--- src/rtl/patch_unit_map.svh ---
/*
  Register offsets, field positions and limits of the patch unit control
  registers. Assumes inclusion by files that need the numbers.
*/
`ifndef PATCH_UNIT_MAP_SVH
`define PATCH_UNIT_MAP_SVH

// ----------------------------------------
// Offsets
// ----------------------------------------
`define PU_CTRL_OFS 12'h000
`define PU_REMAP_OFS 12'h004
`define PU_COMP_OFS 12'h008

// ----------------------------------------
// Control fields
// ----------------------------------------
`define PU_ARCH_MSB 31
`define PU_ARCH_LSB 28
`define PU_CODE_HI_MSB 14
`define PU_CODE_HI_LSB 12
`define PU_LIT_MSB 11
`define PU_LIT_LSB 8
`define PU_CODE_LO_MSB 7
`define PU_CODE_LO_LSB 4
`define PU_KEY_BIT 1
`define PU_EN_BIT 0
`define PU_EN_RESET 1'b0

// ----------------------------------------
// Remap fields
// ----------------------------------------
`define PU_RMP_SUP_BIT 29
`define PU_RMP_MSB 28
`define PU_RMP_LSB 5
`define PU_RMP_RESET 24'h000000

// ----------------------------------------
// Comparator fields and limits
// ----------------------------------------
`define PU_CMP_EN_BIT 0
`define PU_MAX_CODE 127
`define PU_MAX_LIT 15
`define PU_MAX_COMP 142

`endif

--- src/rtl/patch_unit_pkg.sv ---
/*
  Types shared by the patch unit control registers.
  Assumes the map header supplies the numbers.
*/
`include "patch_unit_map.svh"

package patch_unit_pkg;
  typedef logic [11:0] addr_t;
  typedef logic [31:0] word_t;
  typedef logic [`PU_MAX_COMP-1:0] comp_vec_t;
  typedef enum logic [3:0] {
    REG_NONE = 4'b0001,
    REG_CTRL = 4'b0010,
    REG_REMAP = 4'b0100,
    REG_COMP = 4'b1000
  } region_t;
endpackage

--- src/rtl/patch_gate_if.sv ---
/*
  Enables passed from the register bank to the comparator gate, and the
  gated comparator activity passed back. Assumes one clock domain.
*/
`timescale 1ns/1ns
`default_nettype none

interface patch_gate_if;
  import patch_unit_pkg::*;
  logic global_en;
  comp_vec_t comp_en;
  comp_vec_t comp_mask;
  comp_vec_t active;
  modport ctrl (output global_en, comp_en, comp_mask, input active);
  modport gate (input global_en, comp_en, comp_mask, output active);
endinterface

`default_nettype wire

--- src/rtl/patch_breakpoint_control_reg.sv ---
/*
  APB register bank of the patch and breakpoint unit: control word with
  revision, comparator counts, key and global enable; remap base; one
  enable word per comparator. Assumes an APB3 master on i_clk_sys.
*/
`timescale 1ns/1ns
`default_nettype none
`include "patch_unit_map.svh"

module patch_breakpoint_control_reg #(
  parameter logic [3:0] REVISION = 4'h0,
  parameter logic [6:0] CODE_COUNT = 7'h06,
  parameter logic [3:0] LIT_COUNT = 4'h2,
  parameter logic REMAP_SUPPORT = 1'b1
) (
  input wire logic i_clk_sys,
  input wire logic i_rst,
  input wire logic i_psel,
  input wire logic i_penable,
  input wire logic i_pwrite,
  input wire patch_unit_pkg::addr_t i_paddr,
  input wire patch_unit_pkg::word_t i_pwdata,
  output logic o_pready,
  output patch_unit_pkg::word_t o_prdata,
  output logic o_pslverr,
  output logic o_global_enable,
  output logic [23:0] o_remap_base,
  output patch_unit_pkg::comp_vec_t o_comp_active
);
  import patch_unit_pkg::*;

  // ----------------------------------------
  // Implemented comparators
  // ----------------------------------------
  localparam logic [3:0] LIT_EFF = REMAP_SUPPORT ? LIT_COUNT : 4'h0;
  localparam logic [7:0] TOTAL = 8'({1'b0, CODE_COUNT}) + 8'(LIT_EFF);

  patch_gate_if gif ();

  logic global_enable;
  logic [23:0] remap_base;
  comp_vec_t comp_en;
  comp_vec_t comp_mask;
  region_t region;
  logic [7:0] index;
  logic wr_access;
  logic setup;
  word_t next_rdata;

  // ----------------------------------------
  // Decoding helpers
  // ----------------------------------------
  function automatic logic [7:0] comp_index(input addr_t a);
    addr_t off;
    off = a - `PU_COMP_OFS;
    return off[9:2];
  endfunction

  function automatic region_t decode(input addr_t a);
    if (a[1:0] != 2'h0) begin
      return REG_NONE;
    end else if (a == `PU_CTRL_OFS) begin
      return REG_CTRL;
    end else if (a == `PU_REMAP_OFS) begin
      return REG_REMAP;
    end else if (a >= `PU_COMP_OFS && a[11:10] == 2'h0 &&
                 comp_index(a) < TOTAL) begin
      return REG_COMP;
    end else begin
      return REG_NONE;
    end
  endfunction

  function automatic word_t ctrl_word();
    word_t w;
    w = '0;
    w[`PU_ARCH_MSB:`PU_ARCH_LSB] = REVISION;
    w[`PU_CODE_HI_MSB:`PU_CODE_HI_LSB] = CODE_COUNT[6:4];
    w[`PU_LIT_MSB:`PU_LIT_LSB] = LIT_EFF;
    w[`PU_CODE_LO_MSB:`PU_CODE_LO_LSB] = CODE_COUNT[3:0];
    w[`PU_KEY_BIT] = 1'b0;
    w[`PU_EN_BIT] = global_enable;
    return w;
  endfunction

  assign region = decode(i_paddr);
  assign index = comp_index(i_paddr);
  assign setup = i_psel && !i_penable;
  assign wr_access = i_psel && i_penable && i_pwrite;

  // ----------------------------------------
  // Comparator mask
  // ----------------------------------------
  always_comb begin
    for (int i = 0; i < `PU_MAX_COMP; i++) begin
      comp_mask[i] = 8'(i) < TOTAL;
    end
  end

  // ----------------------------------------
  // Global enable
  // ----------------------------------------
  always_ff @(posedge i_clk_sys or posedge i_rst) begin
    if (i_rst) begin
      global_enable <= `PU_EN_RESET;
    end else if (wr_access && region == REG_CTRL &&
                 i_pwdata[`PU_KEY_BIT]) begin
      global_enable <= i_pwdata[`PU_EN_BIT];
    end
  end

  // ----------------------------------------
  // Remap base
  // ----------------------------------------
  always_ff @(posedge i_clk_sys or posedge i_rst) begin
    if (i_rst) begin
      remap_base <= `PU_RMP_RESET;
    end else if (wr_access && region == REG_REMAP && REMAP_SUPPORT) begin
      remap_base <= i_pwdata[`PU_RMP_MSB:`PU_RMP_LSB];
    end
  end

  // ----------------------------------------
  // Comparator enables
  // ----------------------------------------
  always_ff @(posedge i_clk_sys or posedge i_rst) begin
    if (i_rst) begin
      comp_en <= '0;
    end else if (wr_access && region == REG_COMP) begin
      comp_en[index] <= i_pwdata[`PU_CMP_EN_BIT];
    end
  end

  // ----------------------------------------
  // Read data
  // ----------------------------------------
  always_comb begin
    next_rdata = '0;
    case (region)
      REG_CTRL: begin
        next_rdata = ctrl_word();
      end
      REG_REMAP: begin
        next_rdata[`PU_RMP_SUP_BIT] = REMAP_SUPPORT;
        next_rdata[`PU_RMP_MSB:`PU_RMP_LSB] = remap_base;
      end
      REG_COMP: begin
        next_rdata[`PU_CMP_EN_BIT] = comp_en[index];
      end
      default: begin
        next_rdata = '0;
      end
    endcase
  end

  always_ff @(posedge i_clk_sys or posedge i_rst) begin
    if (i_rst) begin
      o_prdata <= '0;
      o_pslverr <= 1'b0;
    end else if (setup) begin
      o_prdata <= i_pwrite ? '0 : next_rdata;
      o_pslverr <= region == REG_NONE;
    end
  end

  assign o_pready = 1'b1;

  // ----------------------------------------
  // Comparator gate
  // ----------------------------------------
  assign gif.global_en = global_enable;
  assign gif.comp_en = comp_en;
  assign gif.comp_mask = comp_mask;

  patch_comp_gate patch_comp_gate_inst (
    .i_clk_sys(i_clk_sys),
    .i_rst(i_rst),
    .gif(gif)
  );

  assign o_comp_active = gif.active;
  assign o_global_enable = global_enable;
  assign o_remap_base = remap_base;
endmodule

`default_nettype wire

--- src/rtl/patch_comp_gate.sv ---
/*
  Gates each comparator by the global enable and its own enable.
  Assumes the register bank drives the enables on the same clock.
*/
`timescale 1ns/1ns
`default_nettype none

module patch_comp_gate (
  input wire logic i_clk_sys,
  input wire logic i_rst,
  patch_gate_if.gate gif
);
  import patch_unit_pkg::*;

  // ----------------------------------------
  // Gated activity
  // ----------------------------------------
  always_ff @(posedge i_clk_sys or posedge i_rst) begin
    if (i_rst) begin
      gif.active <= '0;
    end else if (gif.global_en) begin
      gif.active <= gif.comp_en & gif.comp_mask;
    end else begin
      gif.active <= '0;
    end
  end
endmodule

`default_nettype wire

--- config.mk ---
export PLATFORM = sky130hd
export DESIGN_NAME = patch_breakpoint_control_reg
export DESIGN_NICKNAME = d
export VERILOG_FILES = /design/src/rtl/patch_unit_pkg.sv /design/src/rtl/patch_gate_if.sv /design/src/rtl/patch_breakpoint_control_reg.sv /design/src/rtl/patch_comp_gate.sv
export VERILOG_INCLUDE_DIRS = /design/src /design/src/rtl
export SDC_FILE = /design/constraint.sdc
export NUM_CORES = 1
export LEC_CHECK = 0
export BUFFER_PORTS_ARGS = -buffer_cell sky130_fd_sc_hd__buf_2
export CAP_MARGIN = 0
export CORE_UTILIZATION = 28
export CTS_CLUSTER_SIZE = 20
export DETAILED_ROUTE_END_ITERATION = 10
export PLACE_DENSITY_LB_ADDON = 0.12
export RECOVER_POWER = 100
export SLEW_MARGIN = 15
export SYNTH_ARGS = -nofsm -noshare
export SYNTH_HDL_FRONTEND = slang
export SYNTH_SLANG_ARGS = --single-unit
--- constraint.sdc ---
create_clock -name i_clk_sys -period 4.1 [get_ports i_clk_sys]
set_input_delay 0.41 -clock i_clk_sys [delete_from_list [all_inputs] [get_ports i_clk_sys]]
set_output_delay 0.41 -clock i_clk_sys [all_outputs]
set_load 0.005 [all_outputs]
==> metrics.cfg <==
[sta]
layout_setup_ws_ns = 1.14
skew_ns = 0.00591
hold_viol_final = 0
final.min_clock_period_ns = 2.96
finalSetupTns_ns = 0
rsz0062_at_grt = false
fmax_mhz = 338
worst_slew_pin_slew_ns = 2.46
finalMaxSlewViolations = 55
timing.final.setup_violations = 0
relSlewSlack_pct = -65.1
whs_ns = 0.270
min_period_over_period_pct = 72.3

[synth]
synthSimpleGateAreaFrac_pct = 8.04
synth_fa_ha_area_share_pct = 0.252
ys_warn_count = 0
synth-compound-area-share_pct = 7.21
synth-seq-area-share_pct = 46.4
synth_top_family_by_area = buffers and inverters
avgSynthCellArea_sq_um = 11.3
synth_area_sq_um = 4970
synthMuxAreaShare_pct = 12.1
synth-xor-area-share_pct = 0.857
ys.flop_type = dfrtp_1
synthCells = 439
synth-edff-count = 0
async_flop_share_pct = 100
synth-seq-cells = 92
synth_cell_types = 50

[min_path]
worstHoldStart = i_pwdata[12]
hold_path.class = in2reg

[worst_setup_path]
startpoint = i_paddr[3]
crit_fanout = 14
cp.arrival_ns = 3.19
path_cells = buf_2, inv_1, ha_1, xnor2_1, o311ai_0, a21oi_2, o2111ai_1, nor3_1, mux2_2
path_buf_inv = 2
cpMaxStageDelayCell = xnor2_1
startpoint_type = input pin
crit_family = compound AO/OA/AOI/OAI gates
slowest_delay_ns = 0.49
cp.required_ns = 4.33
reg2reg_from = comp_en[6]$_DFFE_PP0P_
worstSetupEndpointType = flip-flop
path_class = in2reg

[clock_tree]
cts_hold_buf = 0
numClockSinks = 92
post-cts-setup-buffers = 0
clock_latency_ns = 0.35
cts_tree = built
clock_path_buffers = 2
ctsResizeCount = 0
htreeDepth = 3
cts_buffers = 9
cts.clk_slew.worst_paths_ns = 0.07
cts-root-buf = clkbuf_16

[job]
maxCapViolCount = 1

[grt]
grt_pass1_vias = 2682
grtUsageTotal_pct = 11.0
overflow = 0
grt_pass1_wl_um = 15000
antenna_found_initial = 0
grt_start_max_net_pins = 55

[drt]
wl_um = 9740
drc = 0
antenna_left = 0
first_pass_iters = 4
vias = 2893
viasPerCell = 3.87
initialDrtViolationCount = 88
wl_per_cell_um = 13.0

[finish]
nets = 568
insertedDiodeCount = 0
drive_above_1_share_pct = 19.9
final_common_cell = conb_1
final_cell_mix = 141 x conb_1, 92 x dfrtp_1, 59 x buf_2, 44 x clkbuf_1, 24 x mux2_1
syn2layout_area_growth_pct = 5.27

[placement]
io_buffer_count = 102
place_ws_ns = 1.17
gp_congestion = 0.793
dp_hpwl_um = 7150

[power]
powerDensity_nw_per_um2 = 371
p_leak_nw = 2.77
ir_drop_mv = 0.221

[die]
dieArea_sq_um = 18300
core_area_sq_um = 17300
io_pins = 250
die_y_um = 135
start_util_pct = 28.7
std_cell_rows = 48
die_width_um = 135

[outcome]
failed_checks = capacitance limit, slew limit
outcome = finished with violations

==> final timing paths <==
check / endpoint / cells past startpoint / slack [ns]
setup / recovery: comp_en[6]$_DFFE_PP0P_ / 9 / 1.14
hold / removal: o_remap_base[7]$_DFFE_PP0P_ / 2 / 0.27
setup reg to reg: o_prdata[0]$_DFFE_PP0P_ / 4 / 2.48
hold reg to reg: comp_en[9]$_DFFE_PP0P_ / 0 / 0.37
max in group asynchronous: comp_en[24]$_DFFE_PP0P_ / 3 / 1.58
min in group asynchronous: patch_comp_gate_inst.gif.active[7]$_DFF_PP0_ / 2 / 0.74
==> logic make-up (layout without fill, tap and decap cells) <==
logic type	count (synthesis)	after routing
other	2	141
AOI/OAI and AO/OA	43	43
buffers and inverters	183	128
muxes	42	42
xor gates and xnor gates	4	4
and+or+nand+nor	72	72
adders and majority gates	1	1
DFF	92	92
==> state kept, by name, summed over array words and instances (netlist names) <==
register / count
comp_en: 32
o_remap_base: 24
o_prdata: 26
o_pslverr: 1
o_global_enable: 1
patch_comp_gate_inst.gif.active: 8
==> area by class of cell <==
class | instances | area, sq um
Sequential cell | 92 | 2300
Clock inverter | 7 | 98.8
Clock buffer | 9 | 225
Fill cell | 1817 | 12100
Inverter | 6 | 23.8
Timing Repair Buffer | 106 | 480
Tap cell | 225 | 282
Multi-Input combinational cell | 303 | 1820
==> per-stage QoR <==
stage	utilization (%)	std cells	instance area [sq um]	power, mW
2_1_floorplan	-	578	5490	1.11
3_3_place_gp	29.5	732	5100	1.06
3_5_place_dp	29.5	732	5100	1.06
4_1_cts	31.3	748	5420	1.98
5_1_grt	30.2	748	5230	2.03
6_report	30.2	748	5230	1.94
==> cells in the mapped netlist (2+ instances only) <==
cell       number  share of area, %
xor2_1          2              0.35
inv_1           5              0.38
nand4_1         3              0.38
buf_4         141                21
nand3_1         7              0.71
mux4_2          5               2.3
nor2_1         15               1.1
nor3_1          6              0.60
o2111ai_2       2              0.60
o21ai_0         7              0.71
nand2_1        18               1.4
nor4_2          2              0.50
conb_1          2              0.15
clkbuf_1       28               2.1
a22o_1         21               3.7
buf_2           5              0.50
mux2_2          9               2.0
mux2_1          4              0.91
buf_6           3              0.68
mux2_4         20               6.0
or2_2           3              0.38
a21oi_1         2              0.20
and2_1          8               1.0
mux2i_1         4              0.81
dfrtp_1        92                46
==> where the power goes <==
part | internal (mW) | switching (mW) | leakage [nW]
combinational | 0.0333 | 0.0965 | 1.33
sequential | 0.909 | 0.000945 | 1.28
clock | 0.538 | 0.362 | 0.156
total | 1.48 | 0.459 | 2.77
==> routing by layer <==
| layer | track usage (%) | part of all wire [%] | routed length [um] | up-vias |
|---|---|---|---|---|
| li1 | - | - | - | 1344 |
| met1 | 14.5 | 45 | 4400 | 1375 |
| met2 | 16.4 | 45 | 4420 | 159 |
| met3 | 3.48 | 7.6 | 740 | 15 |
| met4 | 5.06 | 1.8 | 176 | 0 |
| met5 | 0 | 0 | 0 | - |
Power figures use the tool's default switching activity.
